File: src/design/otp_pkg.sv
// Shared types and timing constants for the OTP read controller
package otp_pkg;
    localparam int ADDR_W = 19;
    localparam int DATA_W = 8;
    localparam int CLK_PERIOD_NS = 40;
    // Read timing, fastest grade, in ns
    localparam int ADDRESS_ACCESS_DELAY_NS = 70;
    localparam int CE_ACCESS_NS = 70;
    localparam int OE_ACCESS_NS = 30;
    localparam int OUTPUT_FLOAT_DELAY_NS = 20;
    localparam int OUTPUT_HOLD_TIME_NS = 0;
    // Longest access waits round up, float wait rounds up as a least time
    localparam int ACC_CYC = (ADDRESS_ACCESS_DELAY_NS + CLK_PERIOD_NS - 1) / CLK_PERIOD_NS;
    localparam int FLOAT_CYC = (OUTPUT_FLOAT_DELAY_NS + CLK_PERIOD_NS - 1) / CLK_PERIOD_NS;
    localparam int OE_LAG_CYC = (CE_ACCESS_NS - OE_ACCESS_NS) / CLK_PERIOD_NS;
    localparam int CNT_W = 4;
    localparam logic [ADDR_W-1:0] ID_MFR_ADDR = 19'h00000;
    localparam logic [ADDR_W-1:0] ID_DEV_ADDR = 19'h00001;

    typedef struct packed {
        logic valid;
        logic id_mode;
        logic [ADDR_W-1:0] addr;
    } otp_req_t;

    typedef struct packed {
        logic valid;
        logic [DATA_W-1:0] data;
    } otp_rsp_t;

    typedef struct packed {
        logic [ADDR_W-1:0] byte_address_lines;
        logic id_select_high_voltage_line;
        logic chip_enable_n;
        logic output_enable_n;
    } otp_pins_t;
endpackage

File: src/design/otp_read_host.sv
// Host controller that reads an OTP memory over its parallel pins
// Notes on behaviour
// RQ1: 19-bit address selects one of 512K bytes
// RQ2: Drive pins only with both enables low
// RQ3: Data valid 70 ns after address
// RQ4: Outputs float 20 ns after enable rises
// RQ5: Hold after change is zero ns
// RQ6: OE may lag CE by 40 ns
// RQ7: OE may lag address by 40 ns
// RQ8: ID mode: line nine raised, others low
// RQ9: ID with bit zero low gives maker
// RQ10: ID with bit zero high gives device
// RQ11: OE to data within 30 ns
// RQ12: Device read path is purely combinational
`timescale 1ns/1ps
`default_nettype none
module otp_read_host
    import otp_pkg::*;
#(
    parameter int ACC_CYCLES = ACC_CYC,
    parameter int FLOAT_CYCLES = FLOAT_CYC
) (
    input wire logic clk,
    input wire logic rst,
    input wire otp_pkg::otp_req_t req,
    output logic req_ready,
    output otp_pkg::otp_rsp_t rsp,
    output otp_pkg::otp_pins_t pins,
    output logic data_bus_oe_n,
    input wire logic [otp_pkg::DATA_W-1:0] byte_data_outputs
);
    import otp_pkg::*;

    typedef enum logic [3:0] {
        ST_IDLE = 4'b0001,
        ST_ACCESS = 4'b0010,
        ST_FLOAT = 4'b0100,
        ST_DONE = 4'b1000
    } otp_state_t;

    typedef struct packed {
        otp_state_t st;
        logic ready;
        otp_rsp_t rsp;
        otp_pins_t pins;
        logic bus_oe_n;
    } otp_host_t;

    otp_host_t s_q;
    otp_host_t s_d;
    logic tmr_load;
    logic [CNT_W-1:0] tmr_count;
    logic tmr_done;

    otp_wait_timer #(.W(CNT_W)) u_timer (
        .clk(clk),
        .rst(rst),
        .load(tmr_load),
        .count(tmr_count),
        .done(tmr_done)
    );

    always_comb begin
        s_d = s_q;
        tmr_load = 1'b0;
        tmr_count = '0;
        s_d.rsp.valid = 1'b0;
        unique case (s_q.st)
            ST_IDLE: begin
                s_d.ready = 1'b1;
                if (req.valid && s_q.ready) begin
                    s_d.ready = 1'b0;
                    // ID access forces all other lines low, only bit zero picks byte
                    if (req.id_mode) begin
                        s_d.pins.byte_address_lines = req.addr[0] ? ID_DEV_ADDR
                                                                  : ID_MFR_ADDR; // [RQ8] [RQ9] [RQ10]
                        s_d.pins.id_select_high_voltage_line = 1'b1; // [RQ8]
                    end else begin
                        s_d.pins.byte_address_lines = req.addr; // [RQ1]
                        s_d.pins.id_select_high_voltage_line = 1'b0;
                    end
                    // Both enables drop together; no OE lag, so access is never stretched
                    s_d.pins.chip_enable_n = 1'b0; // [RQ6] [RQ7]
                    s_d.pins.output_enable_n = 1'b0; // [RQ2]
                    tmr_load = 1'b1;
                    tmr_count = CNT_W'(ACC_CYCLES); // [RQ3] [RQ11]
                    s_d.st = ST_ACCESS;
                end
            end
            ST_ACCESS: begin
                if (tmr_done) begin
                    // Device path is combinational, so sample after full access time
                    s_d.rsp.data = byte_data_outputs; // [RQ3] [RQ12]
                    s_d.pins.chip_enable_n = 1'b1;
                    s_d.pins.output_enable_n = 1'b1;
                    s_d.pins.id_select_high_voltage_line = 1'b0;
                    tmr_load = 1'b1;
                    tmr_count = CNT_W'(FLOAT_CYCLES); // [RQ4]
                    s_d.st = ST_FLOAT;
                end
            end
            ST_FLOAT: begin
                // Data pins must be released before the bus is reused
                if (tmr_done) begin
                    s_d.bus_oe_n = 1'b0; // [RQ2] [RQ4] [RQ5]
                    s_d.rsp.valid = 1'b1;
                    s_d.st = ST_DONE;
                end
            end
            ST_DONE: begin
                s_d.ready = 1'b1;
                s_d.st = ST_IDLE;
            end
        endcase
        // Shared bus is ours only while the memory is deselected
        if (s_d.st == ST_ACCESS) begin
            s_d.bus_oe_n = 1'b1; // [RQ2]
        end
    end

    always_ff @(posedge clk) begin
        if (rst) begin
            s_q.st <= ST_IDLE;
            s_q.ready <= 1'b0;
            s_q.rsp <= '0;
            s_q.pins.byte_address_lines <= '0;
            s_q.pins.id_select_high_voltage_line <= 1'b0;
            s_q.pins.chip_enable_n <= 1'b1;
            s_q.pins.output_enable_n <= 1'b1;
            s_q.bus_oe_n <= 1'b1;
        end else begin
            s_q <= s_d;
        end
    end

    assign req_ready = s_q.ready;
    assign rsp = s_q.rsp;
    assign pins = s_q.pins;
    assign data_bus_oe_n = s_q.bus_oe_n;
endmodule
`default_nettype wire

File: src/design/otp_wait_timer.sv
// Down-counter used to time pin phases
`timescale 1ns/1ps
`default_nettype none
module otp_wait_timer #(
    parameter int W = 4
) (
    input wire logic clk,
    input wire logic rst,
    input wire logic load,
    input wire logic [W-1:0] count,
    output logic done
);
    logic [W-1:0] cnt_q;
    always_ff @(posedge clk) begin
        if (rst) begin
            cnt_q <= '0;
        end else if (load) begin
            cnt_q <= count;
        end else if (cnt_q != '0) begin
            cnt_q <= cnt_q - 1'b1;
        end
    end
    // Done must not look at load: the caller derives load from done
    assign done = (cnt_q == '0);
endmodule
`default_nettype wire

File: config.mk
export PLATFORM = sky130hd
export DESIGN_NAME = otp_read_host
export DESIGN_NICKNAME = d
export VERILOG_FILES = /design/src/design/otp_pkg.sv /design/src/design/otp_read_host.sv /design/src/design/otp_wait_timer.sv
export SDC_FILE = /design/constraint.sdc
export NUM_CORES = 1
export LEC_CHECK = 0
export ABC_AREA = 0
export BUFFER_PORTS_ARGS = -buffer_cell sky130_fd_sc_hd__buf_4
export CAP_MARGIN = 20
export CORE_ASPECT_RATIO = 0.75
export CORE_MARGIN = 4
export CORE_UTILIZATION = 40
export CTS_BUF_LIST = sky130_fd_sc_hd__clkbuf_16
export DETAILED_ROUTE_END_ITERATION = 8
export HOLD_SLACK_MARGIN = 0.02
export MAX_ROUTING_LAYER = met4
export PLACE_DENSITY_LB_ADDON = 0.25
export SYNTH_ARGS = -nofsm -noshare
export SYNTH_HDL_FRONTEND = slang
export SYNTH_SLANG_ARGS = --single-unit
File: constraint.sdc
create_clock -name clk -period 1.5 [get_ports clk]
set_input_delay 0.075 -clock clk [delete_from_list [all_inputs] [get_ports clk]]
set_output_delay 0.075 -clock clk [all_outputs]
set_load 0.02 [all_outputs]
==> results of run 1 <==
metrics by stage:
step	total power [mW]	cells	instance area, sq um	util, %	setup TNS [ns]
5_1_grt	3.74	348	2700	54.1	-0.0411
3_3_place_gp	2.28	337	2460	49.3	0
4_1_cts	3.54	345	2640	53.0	0
3_5_place_dp	2.27	337	2460	49.3	-0.0223
6_report	3.58	348	2700	54.1	0
2_1_floorplan	1.93	234	2100	-	0
how the worst max path moves through the flow:
stage,end,start,slack (ns)
after global routing,data_bus_oe_n,u_timer.cnt_q[0],-0.04
after detailed placement,s_q[35],u_timer.cnt_q[0],-0.01
after floorplan,data_bus_oe_n,u_timer.cnt_q[0],0.001
final,data_bus_oe_n,u_timer.cnt_q[0],0.02
after CTS,data_bus_oe_n,u_timer.cnt_q[1],0.02
after global placement,data_bus_oe_n,u_timer.cnt_q[0],0.02
cell type report:
cell class,instances,area share (%)
Inverter,5,0.696
Timing Repair Buffer,88,25.0
Clock buffer,5,4.64
Sequential cell,40,30.0
Tap cell,72,3.34
Clock inverter,3,1.58
Multi-Input combinational cell,135,34.7
power by group through the flow:
stage,Combinational [mW],Sequential [mW],Clock (mW)
after global routing,1.25,1.22,1.27
after CTS,1.09,1.21,1.24
after detailed placement,1.05,1.22,0
after floorplan,0.709,1.22,0
after global placement,1.06,1.22,0
final,1.15,1.21,1.22
layer usage:
metal	wire, um	global-route usage, %
met1	2510	20.8
met5	0	-
met2	2210	21.9
met3	320	3.83
met4	39	6.69
cells by family after synthesis:
family                   count (synthesis)
XOR/XNOR                                 4
flip-flops                              40
AO/OA/AOI/OAI                           73
AND/OR/NAND/NOR                         56
adder cells (fa/ha/maj)                  1
buffers and inverters                   59
multiplexers                             1
timing repair:
action	CTS	global route
setup endpoints to repair	2	23
setup buffers	0	2
pin swaps	2	7
gates resized for setup	5	11
cloned	0	1
layout by cell type, fill, tap and decap left out, types with 4 or more instances in the layout:
cell	instances
dfxtp_2	4
dfxtp_1	35
nand4b_1	19
a21oi_1	29
buf_4	84
clkbuf_16	5
buf_6	4
o21ai_1	26
nor3_1	4
nand3_1	10
worst reg2reg max path, cell delays in order (launching register included):
cell     delay (ns)
dfxtp_2        0.32
inv_2          0.06
ha_4           0.12
or3b_4         0.38
a21o_1         0.16
a221o_1        0.33
registers in the layout (all words and copies together) (netlist names):
signal	flops
rsp	9
data_bus_oe_n	1
req_ready	1
pins	21
u_timer.cnt_q	4
s_q	4
==> flow_metrics.env, run 1 <==
export IMPL_timing_rr_start="u_timer.cnt_q[0]"
export IMPL_drive_gt1_share_pct=42.0
export IMPL_critPathTopFamily="compound AO/OA/AOI/OAI gates"
export IMPL_worstPathArrival_ns=1.66
export IMPL_antenna_found_initial=0
export IMPL_tightest_slew_ns=0.458
export IMPL_cp_required_ns=1.68
export IMPL_die_h_um=70.6
export IMPL_route_detailed_drc=0
export IMPL_final_antenna_net_count=0
export IMPL_nFillCells=455
export IMPL_rr_endpoint="data_bus_oe_n"
export IMPL_avgSynthCellArea_sq_um=8.93
export IMPL_holdPathEnd="rsp[0]"
export IMPL_die_x_um=91.5
export IMPL_clock_latency_ns=0.28
export IMPL_dp_hpwl_mm=3.43
export IMPL_hold_ws_ns=0.0471
export IMPL_coreArea_sq_um=4980
export IMPL_port_buffers=63
export IMPL_synth_top_family_by_area="simple AND/OR/NAND/NOR gates"
export IMPL_clkSinkCount=40
export IMPL_synthFlopType="dfxtp_1"
export IMPL_peakVddDrop_v=0.000680
export IMPL_diodes=0
export IMPL_grt_max_degree=44
export IMPL_synthArstFlopShare_pct=0
export IMPL_drt_initial_drc_count=80
export IMPL_powerDensity_nw_per_um2=1330
export IMPL_status="completed"
export IMPL_synthMuxAreaShare_pct=0.539
export IMPL_hold_buffers=0
export IMPL_internal_power_mw=2.48
export IMPL_yosysMostFrequentCell="dfxtp_1"
export IMPL_timing_final_setup_violations=0
export IMPL_vias=1802
export IMPL_cts_buffers=5
export IMPL_final_hold_viol_count=0
export IMPL_min_from="byte_data_outputs[0]"
export IMPL_seqCellArea_sq_um=810
export IMPL_path_depth=5
export IMPL_synth_area_sq_um=2090
export IMPL_cts_root_buffer="clkbuf_16"
export IMPL_r2r_slack_ns=0.02
export IMPL_synth_top_cell_area_share_pct=38.3
export IMPL_initial_utilization_pct=42.0
export IMPL_grtUsageTotal_pct=15.4
export IMPL_clk_pin_slew_worst_paths_ns=0.06
export IMPL_cp_slowest_cell="or3b_4"
export IMPL_synth_net_count=266
export IMPL_synth_simple_area_share_pct=20.8
export IMPL_yosysWarnings=0
export IMPL_netlist_top_cells_area="dfxtp_1, buf_4, nand4b_1"
export IMPL_cpPeakStageDelay_ns=0.38
export IMPL_seq_area_frac_synth_pct=38.3
export IMPL_hold_class="in2reg"
export IMPL_setup_ws_ns=0.0155
export IMPL_crit_fanout=3
export IMPL_grt_pass1_vias=1704
export IMPL_fmax_mhz=674
export IMPL_ys_top_cells_by_count="dfxtp_1, buf_4, a21oi_1"
export IMPL_place_ws_ns=-0.0140
export IMPL_seqPwrFrac_pct=33.8
export IMPL_clockBufferDepth=2
export IMPL_overflow=0
export IMPL_critPathKind="reg2reg"
export IMPL_rsz0062_at_grt="true"
export IMPL_rows=22
export IMPL_fin_crit_sh_pct=99.0
export IMPL_grt_pass1_wl_mm=7.93
export IMPL_synth_cells=234
export IMPL_yosys_area_top_type="dfxtp_1"
export IMPL_synth_compound_area_share_pct=19.7
export IMPL_cts_max_level=2
export IMPL_cp_cell_sequence="inv_2, ha_4, or3b_4, a21o_1, a221o_1"
export IMPL_r2r_cells=5
export IMPL_nets=307
export IMPL_finClkSkew_ns=0.00501
export IMPL_wl_per_cell_um=14.6
export IMPL_via_per_inst=5.18
export IMPL_hold_depth=3
export IMPL_synth_edf_count=0
export IMPL_leakagePower_nw=1.06
export IMPL_synth_fa_ha_area_share_pct=0.598
export IMPL_critPathCaptureType="flip-flop"
export IMPL_cts_tree="yes"
export IMPL_multiInputGateArea_sq_um=936
export IMPL_first_pass_iters=4
export IMPL_slew_headroom_pct=69.4
export IMPL_period_needed_ns=1.48
export IMPL_crit_buf_inv=1
export IMPL_p_switching_mw=1.10
export IMPL_area_delta_synth_final_pct=29.0
export IMPL_yosysUniqueCellTypes=42
export IMPL_start_kind="flip-flop"
export IMPL_pwr_share_clk_pct=34.1
export IMPL_drt_wl_total_mm=5.08
export IMPL_maxCapViolCount=0
export IMPL_finalMaxSlewViolations=0
export IMPL_yosys_area_share_xor_xnor_pct=1.68
export IMPL_io_pins=64
export IMPL_dieArea_sq_um=6460
export IMPL_synth_ff_latch_count=40
export IMPL_place_gp_congestion=0.864
export IMPL_power_frac_comb_pct=32.0
export IMPL_p_sw_share_pct=30.8
Power figures use the tool's default switching activity.
==> inputs of run 2 (changes only) <==
--- a/config.mk
+++ b/config.mk
@@ -5,11 +5,11 @@
 export SDC_FILE = /design/constraint.sdc
 export NUM_CORES = 1
 export LEC_CHECK = 0
-export ABC_AREA = 0
+export ABC_AREA = 1
 export BUFFER_PORTS_ARGS = -buffer_cell sky130_fd_sc_hd__buf_4
 export CAP_MARGIN = 20
 export CORE_ASPECT_RATIO = 0.75
-export CORE_MARGIN = 4
+export CORE_MARGIN = 2
 export CORE_UTILIZATION = 40
 export CTS_BUF_LIST = sky130_fd_sc_hd__clkbuf_16
 export DETAILED_ROUTE_END_ITERATION = 8
==> flow_metrics.env, run 2 <==
export IMPL_dp_hpwl_mm=2.69
export IMPL_worstPathArrival_ns=1.61
export IMPL_diodes=0
export IMPL_cp_slowest_cell="dfxtp_1"
export IMPL_hold_class="in2reg"
export IMPL_io_pins=64
export IMPL_port_buffers=63
export IMPL_synth_top_cell_area_share_pct=43.2
export IMPL_route_detailed_drc=0
export IMPL_hold_depth=3
export IMPL_tns_ns=0
export IMPL_clockBufferDepth=2
export IMPL_grt_pass1_vias=1458
export IMPL_wl_per_cell_um=11.7
export IMPL_synth_ff_latch_count=40
export IMPL_via_per_inst=4.71
export IMPL_rows=21
export IMPL_cts_root_buffer="clkbuf_16"
export IMPL_ys_top_cells_by_count="dfxtp_1, nand2_1, buf_4"
export IMPL_largest_reg_flops=21
export IMPL_yosysUniqueCellTypes=28
export IMPL_cp_cell_sequence="inv_1, ha_4, nand2_1, nor2_4, nor2_1, nor2_1, nand2_1, nor2_1, nand2_1, nand2_1"
export IMPL_crit_fanout=5
export IMPL_timing_rr_start="u_timer.cnt_q[0]"
export IMPL_layout_common_cells="buf_4, dfxtp_1, nand2_1"
export IMPL_nets=303
export IMPL_powerDensity_nw_per_um2=1350
export IMPL_timing_final_setup_violations=0
export IMPL_seq_area_frac_synth_pct=43.2
export IMPL_maxCapViolCount=0
export IMPL_grt_max_degree=31
export IMPL_fmax_mhz=724
export IMPL_clock_latency_ns=0.28
export IMPL_final_common_cell="buf_4"
export IMPL_synth_edf_count=0
export IMPL_drt_wl_total_mm=3.85
export IMPL_yosys_area_top_type="dfxtp_1"
export IMPL_overflow=0
export IMPL_reg_top3="pins x21, rsp x9"
export IMPL_synth_area_sq_um=1850
export IMPL_clk_pin_slew_worst_paths_ns=0.06
export IMPL_final_antenna_net_count=0
export IMPL_synth_net_count=268
export IMPL_finClkSkew_ns=0.00420
export IMPL_first_pass_iters=4
export IMPL_finalMaxSlewViolations=0
export IMPL_drive_gt1_share_pct=32.7
export IMPL_initial_utilization_pct=41.5
export IMPL_power_frac_comb_pct=23.6
export IMPL_min_from="byte_data_outputs[2]"
export IMPL_synthFlopType="dfxtp_1"
export IMPL_drt_initial_drc_count=72
export IMPL_area_delta_synth_final_pct=26.3
export IMPL_die_x_um=82.6
export IMPL_holdPathEnd="rsp[2]"
export IMPL_leakagePower_nw=1.04
export IMPL_grtUsageTotal_pct=16.1
export IMPL_r2r_slack_ns=0.12
export IMPL_cpPeakStageDelay_ns=0.31
export IMPL_status="completed"
export IMPL_period_needed_ns=1.38
export IMPL_post_cts_buffers=0
export IMPL_largest_register="pins"
export IMPL_synth_cells=236
export IMPL_p_switching_uw=903
export IMPL_place_ws_ns=0.101
export IMPL_tightest_slew_ns=0.503
export IMPL_die_h_um=63.0
export IMPL_cpMostUsedCell="nand2_1"
export IMPL_r2r_cells=10
export IMPL_place_gp_congestion=0.879
export IMPL_pwr_share_clk_pct=38.1
export IMPL_yosysWarnings=0
export IMPL_rsz0062_at_grt="false"
export IMPL_antenna_found_initial=0
export IMPL_cts_max_level=2
export IMPL_final_core_util_pct=52.4
export IMPL_critPathKind="reg2reg"
export IMPL_p_sw_share_pct=28.6
export IMPL_grt_pass1_wl_mm=6.34
export IMPL_slew_headroom_pct=66.3
export IMPL_clkSinkCount=40
export IMPL_cp_required_ns=1.72
export IMPL_internal_power_mw=2.26
export IMPL_peakVddDrop_v=0.000683
export IMPL_synthArstFlopShare_pct=0
export IMPL_dieArea_sq_um=5200
export IMPL_rr_endpoint="data_bus_oe_n"
export IMPL_avgSynthCellArea_sq_um=7.86
export IMPL_netlist_top_cells_area="dfxtp_1, buf_4, a21oi_1"
export IMPL_seqPwrFrac_pct=38.3
export IMPL_cts_buffers=5
export IMPL_critPathCaptureType="flip-flop"
export IMPL_fin_crit_sh_pct=92.1
export IMPL_vias=1551
export IMPL_cts_tree="yes"
export IMPL_yosysMostFrequentCell="dfxtp_1"
export IMPL_final_hold_viol_count=0
export IMPL_setup_ws_ns=0.119
export IMPL_start_kind="flip-flop"
export IMPL_coreArea_sq_um=4470
-- run 2: power groups by stage --
stage | clock network [mW] | logic (mW) | registers [mW]
6_report | 1.21 | 0.745 | 1.21
5_1_grt | 1.28 | 0.833 | 1.22
4_1_cts | 1.24 | 0.715 | 1.21
3_5_place_dp | 0 | 0.693 | 1.23
3_3_place_gp | 0 | 0.692 | 1.23
2_1_floorplan | 0 | 0.559 | 1.23
-- run 2: how the worst max path moves through the flow --
stage	startpoint	end	slack, ns	cells after the start
global placement	u_timer.cnt_q[0]	rsp[3]	0.13	7
global route	s_q[34]	rsp[1]	0.01	7
floorplan	u_timer.cnt_q[0]	data_bus_oe_n	0.21	10
CTS	u_timer.cnt_q[0]	data_bus_oe_n	0.05	10
detailed placement	u_timer.cnt_q[0]	data_bus_oe_n	0.10	10
finish	u_timer.cnt_q[0]	data_bus_oe_n	0.12	10
-- run 2: critical path: cells and delay by family, from the launching register on --
family | cells | cell delay [ns]
adder cells (fa/ha/maj) | 1 | 0.18
buffers and inverters | 1 | 0.13
flip-flops | 1 | 0.31
AND/OR/NAND/NOR | 8 | 0.71
-- run 2: timing repair --
action | in CTS | in global routing
hold buffers | 4 | 0
endpoints found under the hold margin | 4 | 0
gates resized for setup | 0 | 4
setup endpoints to repair | 0 | 12
-- run 2: cells by family after synthesis --
logic type               after synthesis  synth area share [%]
AO/OA/AOI/OAI                         41                  11.5
adder cells (fa/ha/maj)                1                 0.675
XOR/XNOR                               1                 0.472
buffers and inverters                 54                  18.7
AND/OR/NAND/NOR                       98                  24.9
flip-flops                            40                  43.2
multiplexers                           1                 0.540
-- run 2: layout make-up --
class / count / area [sq um]
Clock inverter: 3 / 46.3
Fill cell: 429 / 2120
Multi-Input combinational cell: 142 / 719
Tap cell: 57 / 71.3
Clock buffer: 5 / 125
Sequential cell: 40 / 801
Timing Repair Buffer: 69 / 528
Inverter: 13 / 51.3
-- run 2: routing by layer --
layer	wire, um	share of wire [%]	GRT usage (%)
met1	1810	47	19.3
met2	1740	45	25.3
met3	241	6.3	4.34
met4	54	1.4	6.76
met5	0	0	-
-- run 2: through the flow --
stage,hold WS (ns),total power [mW],cell area (sq um),instances
6_report,0.0202,3.16,2340,329
5_1_grt,0.0476,3.33,2340,329
4_1_cts,0.0222,3.16,2330,329
3_5_place_dp,0.309,1.93,2120,317
3_3_place_gp,0.299,1.93,2120,317
2_1_floorplan,0.210,1.79,1850,236
==> inputs of run 3 (changes only) <==
--- a/config.mk
+++ b/config.mk
@@ -10,7 +10,7 @@
 export CAP_MARGIN = 20
 export CORE_ASPECT_RATIO = 0.75
 export CORE_MARGIN = 2
-export CORE_UTILIZATION = 40
+export CORE_UTILIZATION = 44
 export CTS_BUF_LIST = sky130_fd_sc_hd__clkbuf_16
 export DETAILED_ROUTE_END_ITERATION = 8
 export HOLD_SLACK_MARGIN = 0.02
==> flow_metrics.env, run 3 (synthesis gave the netlist of run 2 again) <==
export IMPL_status="completed"
export IMPL_p_switching_uw=919
export IMPL_crit_fanout=4
export IMPL_cp_slowest_cell="dfxtp_1"
export IMPL_internal_power_mw=2.29
export IMPL_overflow=0
export IMPL_first_pass_iters=4
export IMPL_power_frac_comb_pct=25.0
export IMPL_drt_initial_drc_count=55
export IMPL_peakVddDrop_v=0.000787
export IMPL_rows=20
export IMPL_cts_buffers=5
export IMPL_coreArea_sq_um=4050
export IMPL_timing_rr_start="u_timer.cnt_q[0]"
export IMPL_final_hold_viol_count=0
export IMPL_cp_cell_sequence="inv_1, ha_4, nand2_1, nor2_4, nor2_1, nor2_1, nand2_1, nor2_1, nand2_1, nand2_1"
export IMPL_fin_crit_sh_pct=88.2
export IMPL_largest_register="pins"
export IMPL_dp_hpwl_mm=2.75
export IMPL_post_cts_buffers=0
export IMPL_timing_final_setup_violations=0
export IMPL_rsz0062_at_grt="false"
export IMPL_finClkSkew_ns=0.00492
export IMPL_area_delta_synth_final_pct=26.4
export IMPL_clockBufferDepth=2
export IMPL_cts_tree="yes"
export IMPL_critPathCaptureType="flip-flop"
export IMPL_worstPathArrival_ns=1.55
export IMPL_final_common_cell="buf_4"
export IMPL_grt_pass1_wl_mm=6.13
export IMPL_reg_top3="pins x21, rsp x9"
export IMPL_hold_class="in2reg"
export IMPL_cts_root_buffer="clkbuf_16"
export IMPL_fin_cells=329
export IMPL_cts_max_level=2
export IMPL_finalMaxSlewViolations=0
export IMPL_leakagePower_nw=1.06
export IMPL_tns_ns=0
export IMPL_dieArea_sq_um=4750
export IMPL_vias=1567
export IMPL_layout_common_cells="buf_4, dfxtp_1, nand2_1"
export IMPL_period_needed_ns=1.32
export IMPL_die_x_um=79.0
export IMPL_die_h_um=60.2
export IMPL_powerDensity_nw_per_um2=1370
export IMPL_cp_required_ns=1.72
export IMPL_antenna_found_initial=0
export IMPL_power_total_mw=3.21
export IMPL_place_gp_congestion=0.881
export IMPL_place_inst=319
export IMPL_clkSinkCount=40
export IMPL_grt_max_degree=31
export IMPL_cpMostUsedCell="nand2_1"
export IMPL_maxCapViolCount=0
export IMPL_diodes=0
export IMPL_grtUsageTotal_pct=17.2
export IMPL_port_buffers=63
export IMPL_pwr_share_clk_pct=37.2
export IMPL_startpoint="u_timer.cnt_q[0]"
export IMPL_wl_per_cell_um=11.7
export IMPL_drive_gt1_share_pct=33.6
export IMPL_start_kind="flip-flop"
export IMPL_final_antenna_net_count=0
export IMPL_slew_headroom_pct=79.4
export IMPL_drt_wl_total_mm=3.85
export IMPL_min_from="byte_data_outputs[4]"
export IMPL_route_detailed_drc=0
export IMPL_largest_reg_flops=21
export IMPL_fmax_mhz=756
export IMPL_clock_latency_ns=0.28
export IMPL_nets=305
export IMPL_seqPwrFrac_pct=37.8
export IMPL_initial_utilization_pct=45.7
export IMPL_cpPeakStageDelay_ns=0.31
export IMPL_via_per_inst=4.76
export IMPL_grt_pass1_vias=1378
export IMPL_tightest_slew_ns=0.309
export IMPL_critPathKind="reg2reg"
export IMPL_final_core_util_pct=57.8
export IMPL_io_pins=64
export IMPL_p_sw_share_pct=28.6
export IMPL_clk_pin_slew_worst_paths_ns=0.06
==> run 3: cell count changes in the layout (fill, tap and decap cells not counted), sizes merged <==
cell and change:
clkinv +2, buf +4, inv -1, clkinvlp -1
dlygate4sd3 -2
==> run 3: layout make-up <==
cell class              count  area, sq um
well taps                  55         68.8
fillers                   377         1710
clock inverters             3         42.5
clock buffers               5          125
multi-input cells         142          719
inverters                  13         48.8
flip-flops and latches     40          801
repair buffers             71          538
==> run 3: worst paths after layout <==
kind                         to  slack (ns)  cells after the start
setup / recovery  data_bus_oe_n        0.18                     10
hold / removal           rsp[4]        0.02                      3
setup reg to reg  data_bus_oe_n        0.18                     10
hold reg to reg        pins[19]        0.47                      2
==> run 3: timing repair <==
action / CTS / global route
endpoints found under the setup margin: 0 / 8
resized for setup: 0 / 2
endpoints found under the hold margin: 2 / 0
hold buffers: 2 / 0
==> run 3: power by group through the flow <==
stage | Clock [mW] | Combinational [mW] | Sequential, mW
2_1_floorplan | 0 | 0.559 | 1.23
3_3_place_gp | 0 | 0.740 | 1.23
3_5_place_dp | 0 | 0.754 | 1.23
4_1_cts | 1.21 | 0.760 | 1.21
5_1_grt | 1.27 | 0.876 | 1.22
6_report | 1.19 | 0.802 | 1.21
==> run 3: critical path: cells and delay by family (launching register included) <==
family,cells,cell delay [ns]
adders and majority gates,1,0.18
buffers and inverters,1,0.14
and+or+nand+nor,8,0.64
DFF,1,0.31
==> run 3: per-stage QoR <==
step / instance area [sq um] / hold slack (ns) / worst slack [ns]
global route: 2340 / 0.0243 / 0.0171
finish: 2340 / 0.0206 / 0.178
CTS: 2330 / 0.0203 / 0.106
detailed placement: 2140 / 0.300 / 0.117
global placement: 2140 / 0.300 / 0.154
floorplan: 1850 / 0.210 / 0.213
==> run 3: routing by layer <==
layer	global-route usage (%)	part of all wire, %
met1	21.1	49
met5	-	0
met2	26.6	44
met3	5.44	5.0
met4	6.65	1.3
